**src/rst_map.svh**
```systemverilog
// Register offsets, field positions, codes and timing counts of the reset block
// Operation
// - In reset: halt core, reset registers, disable interrupts
// - Reset never touches internal data memory
// - Port latches go to all ones
// - Exit: PC zero, slowest oscillator, fetch when stable
// - Power-up: hold until supply good, pin low 100 ms
// - Monitor active by enable pin and power-on select bit
// - Power-on sets its flag; other resets clear it
// - Supply drop drives pin low, exits like power-on
// - Pin low resets; hold 12 clocks after release
// - Enabled missing-clock reset sets its flag, pin untouched
// - Enabled comparator low resets, sets flag, pin untouched
// - Enabled conversion-start low resets, no longer starts conversions
// - 21-bit watchdog overflow resets, pin untouched
// - Restart code enables watchdog and clears count
// - After reset watchdog runs with longest interval
// - Disable needs two codes within 4 clocks
// - Lockout code blocks disable until reset
// - Timeout four to three-plus-interval; bit 7 guards write
`ifndef RST_MAP_SVH
`define RST_MAP_SVH
`define CLK_HZ           20000000
`define MON_TIMEOUT_MS   100
`define PIN_HOLD_CYC     4'hc
`define WDT_DIS_WINDOW   3'h4
`define REG_WDT_CTRL     2'h0
`define REG_RST_SRC      2'h1
`define WDT_RESTART      8'ha5
`define WDT_DIS_FIRST    8'hde
`define WDT_DIS_SECOND   8'had
`define WDT_LOCKOUT      8'hff
`define WDT_INTERVAL_RST 3'h7
`define WDT_WR_GUARD_BIT 7
`define WDT_STATUS_BIT   4
`define FLAG_PIN_BIT     0
`define FLAG_POR_BIT     1
`define FLAG_MCD_BIT     2
`define FLAG_WDT_BIT     3
`define FLAG_CMP_BIT     5
`define FLAG_CNV_BIT     6
`define PORT_LATCH_RST   8'hff
`define PC_RST_ADDR      16'h0000
// Idle levels after reset: monitor on, pin and conversion input high, so no false edges
`define SYNC_RST         7'h0e
`endif

```
**src/rst_pkg.sv**
```systemverilog
// Types shared by the reset and watchdog block
package rst_pkg;
  typedef enum logic [4:0] {
    S_SUPPLY  = 5'h01,
    S_MONTO   = 5'h02,
    S_HOLD    = 5'h04,
    S_STRETCH = 5'h08,
    S_RUN     = 5'h10
  } state_t;
  typedef enum logic [5:0] {
    C_POWER = 6'h01,
    C_PIN   = 6'h02,
    C_MCD   = 6'h04,
    C_WDT   = 6'h08,
    C_CMP   = 6'h10,
    C_CNV   = 6'h20
  } cause_t;
endpackage : rst_pkg
```
**src/reset_sources_and_watchdog.sv**
```systemverilog
// Reset source merge, reset sequencer, source flags and system watchdog
//
// Decided for this implementation: the Avalon-MM register port and the register offsets.
`include "rst_map.svh"
module reset_sources_and_watchdog
  import rst_pkg::*;
#(
  parameter int unsigned MON_TIMEOUT_CYC = `MON_TIMEOUT_MS * (`CLK_HZ / 1000),
  parameter int unsigned WDT_W           = 21
) (
  input  wire logic        clk,
  input  wire logic        reset,
  input  wire logic [1:0]  address,
  input  wire logic        read,
  input  wire logic        write,
  input  wire logic [31:0] writedata,
  output logic      [31:0] readdata,
  output logic             waitrequest,
  input  wire logic        supply_ok,
  input  wire logic        supply_monitor_enable_pin,
  input  wire logic        rst_pin_in,
  output logic             rst_pin_out,
  output logic             rst_pin_oe,
  input  wire logic        conversion_start_input,
  input  wire logic        comparator_low,
  input  wire logic        clock_missing,
  input  wire logic        osc_stable,
  output logic             core_reset,
  output logic             osc_select_lowest,
  output logic             fetch_enable,
  output logic      [15:0] pc_start_addr,
  output logic             port_latch_load,
  output logic      [7:0]  port_latch_init,
  output logic             adc_conv_start_n
);
  localparam int unsigned MW = $clog2(MON_TIMEOUT_CYC + 1);

  logic [6:0] meta_q;
  logic [6:0] sync_q;
  logic       supply_ok_s;
  logic       mon_en_s;
  logic       pin_s;
  logic       cnv_s;
  logic       cmp_low_s;
  logic       mcd_s;
  logic       osc_s;

  state_t     state_q;
  cause_t     cause_q;
  logic [MW-1:0] mon_cnt_q;
  logic [3:0] hold_cnt_q;
  logic       run;
  logic       sys_rst;
  logic       mon_low;

  logic       monitor_sel_q;
  logic       mcd_en_q;
  logic       cmp_en_q;
  logic       cnv_en_q;
  logic [7:0] flags_q;

  logic       ack_q;
  logic       wr_acc;
  logic [7:0] wdata;
  logic [7:0] rd_mux;
  logic [31:0] readdata_q;

  logic             wdt_en_q;
  logic             wdt_lock_q;
  logic [2:0]       wdt_ivl_q;
  logic [2:0]       de_cnt_q;
  logic [WDT_W-1:0] wdt_cnt_q;
  logic [WDT_W-1:0] wdt_limit;
  logic             wdt_ovf;
  logic             wdt_wr;
  logic             src_pin;
  logic             src_mcd;
  logic             src_cmp;
  logic             src_cnv;

  // Pins are asynchronous; the first stage feeds only the second
  always_ff @(posedge clk) begin
    if (reset) begin
      meta_q <= `SYNC_RST;
      sync_q <= `SYNC_RST;
    end else begin
      meta_q <= {osc_stable, clock_missing, comparator_low, conversion_start_input,
                 rst_pin_in, supply_monitor_enable_pin, supply_ok};
      sync_q <= meta_q;
    end
  end

  assign supply_ok_s = sync_q[0];
  assign mon_en_s    = sync_q[1];
  assign pin_s       = sync_q[2];
  assign cnv_s       = sync_q[3];
  assign cmp_low_s   = sync_q[4];
  assign mcd_s       = sync_q[5];
  assign osc_s       = sync_q[6];

  assign run     = (state_q == S_RUN);
  assign sys_rst = reset | ~run;
  assign mon_low = mon_en_s & monitor_sel_q & ~supply_ok_s;

  assign src_pin = ~pin_s;
  assign src_mcd = mcd_en_q & mcd_s;
  assign src_cmp = cmp_en_q & cmp_low_s;
  assign src_cnv = cnv_en_q & ~cnv_s;

  // Reset sequencer; supply loss overrides every other state
  always_ff @(posedge clk) begin
    if (reset) begin
      state_q <= S_SUPPLY;
    end else begin
      case (state_q)
        S_SUPPLY: begin
          if (!mon_low) begin
            state_q <= S_MONTO;
          end
        end
        S_MONTO: begin
          if (mon_low) begin
            state_q <= S_SUPPLY;
          end else if (mon_cnt_q == MW'(MON_TIMEOUT_CYC - 1)) begin
            state_q <= S_HOLD;
          end
        end
        S_HOLD: begin
          if (mon_low) begin
            state_q <= S_SUPPLY;
          end else if (pin_s) begin
            state_q <= S_STRETCH;
          end
        end
        S_STRETCH: begin
          if (mon_low) begin
            state_q <= S_SUPPLY;
          end else if (!pin_s) begin
            state_q <= S_HOLD;
          end else if (hold_cnt_q == `PIN_HOLD_CYC - 4'h1) begin
            state_q <= S_RUN;
          end
        end
        S_RUN: begin
          if (mon_low) begin
            state_q <= S_SUPPLY;
          end else if (src_pin | src_mcd | wdt_ovf | src_cmp | src_cnv) begin
            state_q <= S_HOLD;
          end
        end
        default: begin
          state_q <= S_SUPPLY;
        end
      endcase
    end
  end

  // Cause is latched on entry to reset, with a fixed priority
  always_ff @(posedge clk) begin
    if (reset) begin
      cause_q <= C_POWER;
    end else if (mon_low) begin
      cause_q <= C_POWER;
    end else if (run) begin
      if (src_pin) begin
        cause_q <= C_PIN;
      end else if (src_mcd) begin
        cause_q <= C_MCD;
      end else if (wdt_ovf) begin
        cause_q <= C_WDT;
      end else if (src_cmp) begin
        cause_q <= C_CMP;
      end else if (src_cnv) begin
        cause_q <= C_CNV;
      end
    end
  end

  // The 100 ms count is long, so simulations shorten it by parameter
  always_ff @(posedge clk) begin
    if (reset || state_q != S_MONTO) begin
      mon_cnt_q <= '0;
    end else begin
      mon_cnt_q <= mon_cnt_q + MW'(1);
    end
  end

  always_ff @(posedge clk) begin
    if (reset || state_q != S_STRETCH) begin
      hold_cnt_q <= 4'h0;
    end else begin
      hold_cnt_q <= hold_cnt_q + 4'h1;
    end
  end

  // Flags change only when reset ends, so they name the latest cause
  always_ff @(posedge clk) begin
    if (reset) begin
      flags_q <= 8'h00;
    end else if (state_q == S_STRETCH && pin_s && !mon_low &&
                 hold_cnt_q == `PIN_HOLD_CYC - 4'h1) begin
      flags_q                <= 8'h00;
      flags_q[`FLAG_POR_BIT] <= (cause_q == C_POWER);
      flags_q[`FLAG_PIN_BIT] <= (cause_q == C_PIN);
      flags_q[`FLAG_MCD_BIT] <= (cause_q == C_MCD);
      flags_q[`FLAG_WDT_BIT] <= (cause_q == C_WDT);
      flags_q[`FLAG_CMP_BIT] <= (cause_q == C_CMP);
      flags_q[`FLAG_CNV_BIT] <= (cause_q == C_CNV);
    end
  end

  // Avalon slave: one wait cycle on every access, unmapped reads return zero
  assign waitrequest = (read | write) & ~ack_q;
  assign wr_acc      = write & ack_q & run;
  assign wdata       = writedata[7:0];
  assign readdata    = readdata_q;

  always_ff @(posedge clk) begin
    if (reset) begin
      ack_q <= 1'b0;
    end else begin
      ack_q <= (read | write) & ~ack_q;
    end
  end

  always_comb begin
    rd_mux = 8'h00;
    case (address)
      `REG_WDT_CTRL: begin
        rd_mux                  = {5'h00, wdt_ivl_q};
        rd_mux[`WDT_STATUS_BIT] = wdt_en_q;
      end
      `REG_RST_SRC: begin
        rd_mux = flags_q;
      end
      default: begin
        rd_mux = 8'h00;
      end
    endcase
  end

  always_ff @(posedge clk) begin
    if (reset) begin
      readdata_q <= 32'h0000_0000;
    end else if (read && !ack_q) begin
      readdata_q <= {24'h00_0000, rd_mux};
    end
  end

  // Source enables; they return to reset values in reset, while the source flags keep theirs
  always_ff @(posedge clk) begin
    if (sys_rst) begin
      monitor_sel_q <= 1'b1;
      mcd_en_q      <= 1'b0;
      cmp_en_q      <= 1'b0;
      cnv_en_q      <= 1'b0;
    end else if (wr_acc && address == `REG_RST_SRC) begin
      monitor_sel_q <= wdata[`FLAG_POR_BIT];
      mcd_en_q      <= wdata[`FLAG_MCD_BIT];
      cmp_en_q      <= wdata[`FLAG_CMP_BIT];
      cnv_en_q      <= wdata[`FLAG_CNV_BIT];
    end
  end

  // Watchdog
  assign wdt_wr    = wr_acc && address == `REG_WDT_CTRL;
  assign wdt_limit = WDT_W'(1) << (5'd6 + {1'b0, wdt_ivl_q, 1'b0});
  assign wdt_ovf   = wdt_en_q && wdt_cnt_q == wdt_limit - WDT_W'(1);

  always_ff @(posedge clk) begin
    if (sys_rst) begin
      wdt_en_q   <= 1'b1;
      wdt_cnt_q  <= '0;
      wdt_lock_q <= 1'b0;
      wdt_ivl_q  <= `WDT_INTERVAL_RST;
      de_cnt_q   <= 3'h0;
    end else begin
      de_cnt_q <= (de_cnt_q != 3'h0) ? de_cnt_q - 3'h1 : 3'h0;
      if (wdt_en_q) begin
        wdt_cnt_q <= wdt_cnt_q + WDT_W'(1);
      end
      if (wdt_wr) begin
        if (wdata == `WDT_RESTART) begin
          wdt_en_q  <= 1'b1;
          wdt_cnt_q <= '0;
        end else if (wdata == `WDT_DIS_FIRST) begin
          de_cnt_q <= `WDT_DIS_WINDOW;
        end else if (wdata == `WDT_DIS_SECOND) begin
          if (de_cnt_q != 3'h0 && !wdt_lock_q) begin
            wdt_en_q <= 1'b0;
          end
        end else if (wdata == `WDT_LOCKOUT) begin
          wdt_lock_q <= 1'b1;
        end else if (!wdata[`WDT_WR_GUARD_BIT]) begin
          wdt_ivl_q <= wdata[2:0];
        end
      end
    end
  end

  // Data memory has no clear path from here; only registers reset
  assign core_reset        = ~run;
  assign port_latch_load   = ~run;
  assign port_latch_init   = `PORT_LATCH_RST;
  assign pc_start_addr     = `PC_RST_ADDR;
  assign osc_select_lowest = ~run;
  assign fetch_enable      = run & osc_s;
  // Only the supply monitor pulls the pin; other sources leave it alone
  assign rst_pin_out = 1'b0;
  assign rst_pin_oe  = (state_q == S_SUPPLY) | (state_q == S_MONTO);
  // Conversion starts are blocked while the input serves as a reset
  assign adc_conv_start_n = cnv_en_q | cnv_s;

  property p_src_resets;
    @(posedge clk) disable iff (reset)
      (run && !mon_low && (wdt_ovf || src_cmp || src_cnv || src_mcd)) |=> core_reset && !rst_pin_oe;
  endproperty
  a_src_resets: assert property (p_src_resets) else $error("source did not reset");

  property p_latch_ones;
    @(posedge clk) disable iff (reset)
      core_reset |-> port_latch_load && port_latch_init == 8'hff;
  endproperty
  a_latch_ones: assert property (p_latch_ones) else $error("latches not all ones");

  property p_pin_low_timeout;
    @(posedge clk) disable iff (reset)
      (state_q == S_SUPPLY && !mon_low) |=> rst_pin_oe && core_reset;
  endproperty
  a_pin_low_timeout: assert property (p_pin_low_timeout) else $error("pin released early");

  property p_pin_hold;
    @(posedge clk) disable iff (reset)
      (state_q == S_HOLD && pin_s && !mon_low) |=> core_reset [*8];
  endproperty
  a_pin_hold: assert property (p_pin_hold) else $error("pin hold too short");

  property p_por_flag;
    @(posedge clk) disable iff (reset)
      ($rose(run) && cause_q != C_POWER) |-> !flags_q[`FLAG_POR_BIT];
  endproperty
  a_por_flag: assert property (p_por_flag) else $error("power flag not cleared");

  property p_restart;
    @(posedge clk) disable iff (reset)
      (wdt_wr && wdata == 8'ha5) |=> wdt_en_q && wdt_cnt_q == '0;
  endproperty
  a_restart: assert property (p_restart) else $error("restart failed");

  property p_late_disable;
    @(posedge clk) disable iff (reset)
      (wdt_wr && wdata == 8'had && (de_cnt_q == 3'h0 || wdt_lock_q) && wdt_en_q && !wdt_ovf) |=> wdt_en_q;
  endproperty
  a_late_disable: assert property (p_late_disable) else $error("bad disable taken");

  property p_lockout;
    @(posedge clk) disable iff (reset)
      (wdt_wr && wdata == 8'hff && !wdt_ovf) |=> wdt_lock_q && wdt_en_q == $past(wdt_en_q);
  endproperty
  a_lockout: assert property (p_lockout) else $error("lockout changed state");

  property p_after_reset;
    @(posedge clk) disable iff (reset)
      $rose(run) |-> wdt_en_q && wdt_ivl_q == 3'h7 && wdt_cnt_q == '0;
  endproperty
  a_after_reset: assert property (p_after_reset) else $error("watchdog not at default");

  property p_interval;
    @(posedge clk) disable iff (reset)
      (wdt_wr && !wdata[7] && !wdt_ovf) |=> wdt_ivl_q == $past(wdata[2:0]);
  endproperty
  a_interval: assert property (p_interval) else $error("interval not written");

endmodule : reset_sources_and_watchdog

```
**config.mk**
```make
export PLATFORM = sky130hd
export DESIGN_NAME = reset_sources_and_watchdog
export DESIGN_NICKNAME = d
export VERILOG_FILES = /design/src/rst_pkg.sv /design/src/reset_sources_and_watchdog.sv
export VERILOG_INCLUDE_DIRS = /design/src /design/src/src
export SDC_FILE = /design/constraint.sdc
export NUM_CORES = 1
export LEC_CHECK = 0
export BUFFER_PORTS_ARGS = -buffer_cell sky130_fd_sc_hd__buf_2
export CORE_ASPECT_RATIO = 1.4
export CORE_MARGIN = 3
export CORE_UTILIZATION = 49
export DETAILED_ROUTE_END_ITERATION = 10
export GPL_TIMING_DRIVEN = 1
export PLACE_DENSITY = 0.76
export SYNTH_ARGS = -nofsm -noshare
export SYNTH_HDL_FRONTEND = slang
export SYNTH_SLANG_ARGS = --single-unit
```
**constraint.sdc**
```tcl
create_clock -name clk -period 2.4 [get_ports clk]
set_input_delay 0.48 -clock clk [delete_from_list [all_inputs] [get_ports clk]]
set_output_delay 0.48 -clock clk [all_outputs]
set_load 0.05 [all_outputs]
```
==> results of run 1 <==
## power by group through the flow
stage          combinational (W)  clock (W)  sequential, W
2_1_floorplan           0.000377          0        0.00169
3_3_place_gp            0.000363          0        0.00168
3_5_place_dp            0.000368          0        0.00168
4_1_cts                 0.000369    0.00138        0.00165
5_1_grt                 0.000397    0.00145        0.00165
6_report                0.000373    0.00134        0.00165
## per-stage QoR
stage,instance area [um2],hold WS [ps],utilization [%],worst slack (ps),cells
floorplan,5090,389,-,153,624
global placement,4980,392,51.7,140,725
detailed placement,4980,399,51.7,85.6,725
CTS,5260,306,54.6,66.7,741
global route,5260,307,54.6,3.09,741
finish,5260,315,54.6,137,741
## logic make-up after synthesis
family | after synthesis | share of synthesized area [%]
AND/OR/NAND/NOR | 252 | 26.6
XOR/XNOR | 46 | 8.21
other | 2 | 0.153
adder cells (fa/ha/maj) | 6 | 1.53
buffers and inverters | 91 | 12.0
flip-flops | 97 | 39.6
AO/OA/AOI/OAI | 70 | 9.77
multiplexers | 10 | 2.14
## flip-flops by register name, indices dropped and copies added (netlist names), 4 cells and up
| name | flops |
|---|---|
| flags_q | 6 |
| hold_cnt_q | 4 |
| cause_q | 6 |
| wdt_cnt_q | 21 |
| sync_q | 7 |
| mon_cnt_q | 21 |
| state_q | 5 |
| meta_q | 7 |
| readdata | 7 |
## cells in the final DEF (no fill, tap or decap), types with 16 or more instances in the layout
cell      n
nand3_1  23
nand2_1  47
inv_1    16
conb_1   52
dfxtp_1  97
xnor2_1  17
xor2_1   29
buf_2    34
nor2_1   76
a21oi_1  20
## layout make-up
cell class                 instances  area [um2]  share of cell area, %
timing repair buffer              44         245                   4.67
sequential                        97        1940                   37.0
inverter                          16        60.1                   1.14
clock inverter                     7        53.8                   1.02
tap                              132         165                   3.14
multi-input combinational        436        2560                   48.8
clock buffer                       9         225                   4.29
## worst paths after layout
check	startpoint	endpoint	slack [ps]	depth (start not counted)
max	wdt_ivl_q[2]	cause_q[1]	140	7
min reg2reg	meta_q[3]	sync_q[3]	410	1
max reg2reg	wdt_ivl_q[2]	cause_q[1]	140	7
min	conversion_start_input	meta_q[3]	310	2
## Yosys cell counts (all sizes together) (5+ instances only)
library cell  instances
xor2                 29
nand3                23
inv                  16
and4                  5
buf                  54
o21a                  5
mux2i                 9
nand4                13
nor3                 13
clkbuf               20
xnor2                17
nor2                 77
o21ai                11
a22oi                 8
or3                   8
a21oi                20
nand3b                6
dfxtp                97
and3                  8
ha                    6
o22ai                 5
or2                  10
nor4                  9
nand2                47
nor2b                13
## repair_timing
action                     CTS  global route
setup endpoints to repair    0             3
setup buffers                0             0
hold buffers                 0             0
## metal layers
metal  track usage (%)  vias to the layer above  wire (um)
li1                  -                     1918          -
met1              20.5                     1749       4040
met2              28.9                      133       4850
met3              3.56                       16        541
met4              8.39                        0        195
met5                 0                        -          0
==> out/results.txt, run 1 <==
Worst EP required: 2670 ps
critical path peak fanout: 16
nature of the critical path endpoint: flip-flop
warnings from Yosys: 0
gpl congestion: 0.940
final slew viol count: 0
status: completed
initial antenna violation count: 0
ys flop type: dfxtp_1
final setup skew: 5.50 ps
die width: 90.6 um
core area: 0.00962 mm2
combinational power share: 11.1%
GRT Total Usage: 17.1%
drt total wl: 9.62 mm
final worst-path cycle share: 94.3%
Worst-Margin Slew: 619 ps
CP Buf/Inv Count: 1
vias: 3816
CTS Sinks: 97
RSZ-0062 raised after global routing: false
Post-DRT Antenna Nets: 0
DRC: 0
Worst-path clk slew: 70 ps
Int Power: 0.00242 W
Pwr Density: 640 mW/mm2
post-synthesis sequential area ratio: 39.6%
Net Switching: 0.000945 W
f_max: 0.442 GHz
Core Rows: 42
post-synth top area share: 39.6%
hpwl dp: 7.10 mm
Mapped Area: 0.00490 mm2
largest net degree at the start of global routing: 39
Tot Pwr: 0.00337 W
CTS tree: yes
Yosys cell types: 62
Die ar.: 0.0113 mm2
Leak: 2.06 nW
post-synth top area cell: dfxtp_1
vias per cell: 5.15
GRT overflow: 0
total CTS buffers: 9
nets: 655
Yosys reg bits: 97
normalized max-slew margin: 58.7%
Critical Path Slowest Stage Cell: nor4_4
Worst path top cell family by delay: simple AND/OR/NAND/NOR gates
H-tree depth: 3
synthesized netlist cell count: 574
critical path data arrival time: 2530 ps
Worst path max stage delay: 440 ps
kind of critical path: reg -> reg
IO Port Bufs: 34
switching part of the total power: 28.1%
Post-synth EDFFs: 0
CP cell instances: buf_4, o22ai_1, nor4_1, nand4_1, nor4_4, nor2_2, a211oi_2
# Max-Cap Violations: 0
Root Driver: clkbuf_16
die height: 124 um
Setup violations, final: 0
diode count: 0
Ports: 109
CP Launch Type: flip-flop
Routed wire per std cell: 13.0 um
final hold vios: 0
filler instances: 869
first-pass GRT wire length: 15.9 mm
Clock Latency Late Sink: 340 ps
syn_area_per_cell: 8.54 um2
Worst Hold Class: in -> reg
vias in the first global route: 3511
drt first pass iters: 5
Seq pwr share: 49.0%
Synth async-reset ratio: 0%
setup TNS: 0 ps
worst vdd ir: 397 uV
post-layout minimum cycle time: 2260 ps
Clk pwr share: 39.9%
Detailed Route Iter0 Violations: 175
post-CTS sizing: 0
Initial Utilization: 51.0%
synth top area cells: dfxtp_1, buf_4, nor2_1
share of layout cells above drive strength 1: 14.6%
Area Overhead vs Synth: 7.14%
CTS Buffer Depth: 2
No activity file was read; power rests on OpenSTA's default activity.
==> run 2: changes to the inputs <==
--- a/config.mk
+++ b/config.mk
@@ -6,6 +6,7 @@
 export SDC_FILE = /design/constraint.sdc
 export NUM_CORES = 1
 export LEC_CHECK = 0
+export ABC_CLOCK_PERIOD_IN_PS = 2400
 export BUFFER_PORTS_ARGS = -buffer_cell sky130_fd_sc_hd__buf_2
 export CORE_ASPECT_RATIO = 1.4
 export CORE_MARGIN = 3
==> constraint.sdc (replaced) <==
create_clock -name clk -period 2.4 [get_ports clk]
set_input_delay 0.24 -clock clk [delete_from_list [all_inputs] [get_ports clk]]
set_output_delay 0.24 -clock clk [all_outputs]
set_load 0.05 [all_outputs]
==> run 2 against run 1 <==
Against the previous run: worst hold slack lost 240 ps; global-route usage shrank 0.093 points; register-to-register slack lost 30 ps; final cell count shrank 0.13%; clock power is essentially flat; first-iteration DRC count grew 11%; setup slack lost 33 ps; via count shrank 0.55%; count of clock-buffer cells in the layout grew 2; power shrank 0.62%; critical path type unchanged; critical endpoint is now cause_q[4]; highest routed layer unchanged.
==> out/results.txt, run 2 (synthesis gave the netlist of run 1 again) <==
f_max: 0.436 GHz (-1.4%)
CP cell instances: or3_1, or3_1, a221oi_2, o211ai_2, nor4_4, nor3_1, o21a_1
Clock Latency Late Sink: 340 ps (about the same)
Die ar.: 0.0113 mm2 (unchanged)
Initial Utilization: 51.0% (unchanged)
final hold vios: 0 (unchanged)
nature of the critical path endpoint: flip-flop
CTS Sinks: 97 (unchanged)
post-layout minimum cycle time: 2300 ps (+32.5 ps)
Routed wire per std cell: 13.0 um (about the same)
hpwl dp: 7.11 mm (about the same)
post-CTS sizing: 0 (unchanged)
vias per cell: 5.13 (-0.42%)
CP Buf/Inv Count: 0 (-1)
Worst path most repeated cell: or3_1
Leak: 2.07 nW (+0.37%)
IO Port Bufs: 34 (unchanged)
R2R Setup Slk: 100 ps (-30 ps)
Root Driver: clkbuf_16
Worst EP required: 2640 ps (-30 ps)
nets: 655 (unchanged)
end of the worst hold path: meta_q[3]
GRT Total Usage: 17.0% (-0.093 points)
Critical R2R Capture: cause_q[4]
CP Launch Type: flip-flop
kind of critical path: reg -> reg
Worst-Margin Slew: 589 ps (-30.4 ps)
die height: 124 um (unchanged)
# Max-Cap Violations: 0 (unchanged)
Detailed Route Iter0 Violations: 194 (+11%)
Worst Hold Class: in -> reg
minimum hold slack: 78.2 ps (-237 ps)
setup bufs post-CTS: 0 (unchanged)
Setup violations, final: 0 (unchanged)
final slew viol count: 0 (unchanged)
DRC: 0 (unchanged)
diode count: 0 (unchanged)
leading registers by flop count: mon_cnt_q: 21 flops, wdt_cnt_q: 21 flops
total CTS buffers: 9 (unchanged)
GRT overflow: 0 (unchanged)
Post-DRT Antenna Nets: 0 (unchanged)
status: completed
gpl congestion: 0.889 (-5.5%)
final worst-path cycle share: 95.6% (+1.4 points)
share of layout cells above drive strength 1: 14.5% (-0.14 points)
worst reg2reg startpoint: wdt_ivl_q[0]
# hold bufs at CTS: 0 (unchanged)
Core Rows: 42 (unchanged)
Hold Crit Depth: 2 (unchanged)
R2R cell count: 7 (unchanged)
most common cell after layout, fill and taps aside: dfxtp_1
normalized max-slew margin: 60.7% (+2.0 points)
CTS Buffer Depth: 2 (unchanged)
CTS tree: yes
Worst-path clk slew: 70 ps (about the same)
core area: 0.00962 mm2 (unchanged)
dpl cell area: 0.00499 mm2 (+0.25%)
die width: 90.6 um (unchanged)
first-pass GRT wire length: 16.1 mm (+0.95%)
critical path peak fanout: 4 (-12)
Pwr Density: 635 mW/mm2 (-0.80%)
Ports: 109 (unchanged)
worst vdd ir: 378 uV (-4.8%)
critical path data arrival time: 2530 ps (about the same)
initial antenna violation count: 0 (unchanged)
setup TNS: 0 ps (unchanged)
largest net degree at the start of global routing: 39 (unchanged)
final setup skew: 8.66 ps (+3.16 ps)
Worst path max stage delay: 400 ps (-40 ps)
H-tree depth: 3 (unchanged)
vias: 3795 (-0.55%)
Worst path top cell family by delay: simple AND/OR/NAND/NOR gates
Area Overhead vs Synth: 7.35%
Hold Crit Start: conversion_start_input
vias in the first global route: 3611 (+2.8%)
Final Cell Area: 0.00527 mm2 (+0.19%)
RSZ-0062 raised after global routing: false
drt first pass iters: 5 (unchanged)
Critical Path Slowest Stage Cell: nor4_4
drt total wl: 9.60 mm (-0.19%)
most frequent cells in the layout: dfxtp_1, nor2_1, conb_1
run 2: layer usage:
layer / share of wire [%] / global-route usage (%) / up-vias
met1: 42 / 20.5 / 1775
met3: 4.7 / 3.32 / 11
met2: 51 / 29.2 / 97
met5: 0 / 0 / -
li1: - / - / 1912
met4: 1.8 / 7.48 / 0
run 2: report_power, final:
part	total, W	internal, W	switching, W
Combinational	0.000372	0.0000791	0.000293
Clock	0.00132	0.000727	0.000597
Sequential	0.00165	0.00163	0.0000171
run 2: worst max-delay path by stage:
stage,startpoint,slack [ps],endpoint,cells after the start
after global placement,wdt_ivl_q[0],150,state_q[1],7
final,wdt_ivl_q[0],100,cause_q[4],7
after global routing,wdt_ivl_q[0],2,cause_q[1],7
after CTS,wdt_ivl_q[0],90,state_q[2],8
after floorplan,wdt_ivl_q[2],150,state_q[1],8
after detailed placement,wdt_ivl_q[0],120,state_q[2],8
run 2: layout make-up:
| class | instances | area, um2 |
|---|---|---|
| Fill cell | 890 | 4350 |
| Multi-Input combinational cell | 436 | 2570 |
| Sequential cell | 97 | 1940 |
| Timing Repair Buffer | 44 | 258 |
| Clock buffer | 11 | 243 |
| Tap cell | 132 | 165 |
| Inverter | 16 | 60.1 |
| Clock inverter | 4 | 28.8 |
run 2: metrics by stage:
step / worst slack, ps / power (W) / util, % / cells
detailed placement: 116 / 0.00205 / 51.9 / 725
CTS: 91.0 / 0.00336 / 54.7 / 740
global placement: 152 / 0.00205 / 51.9 / 725
global route: 2.46 / 0.00346 / 54.7 / 740
floorplan: 153 / 0.00207 / - / 624
finish: 105 / 0.00334 / 54.7 / 740
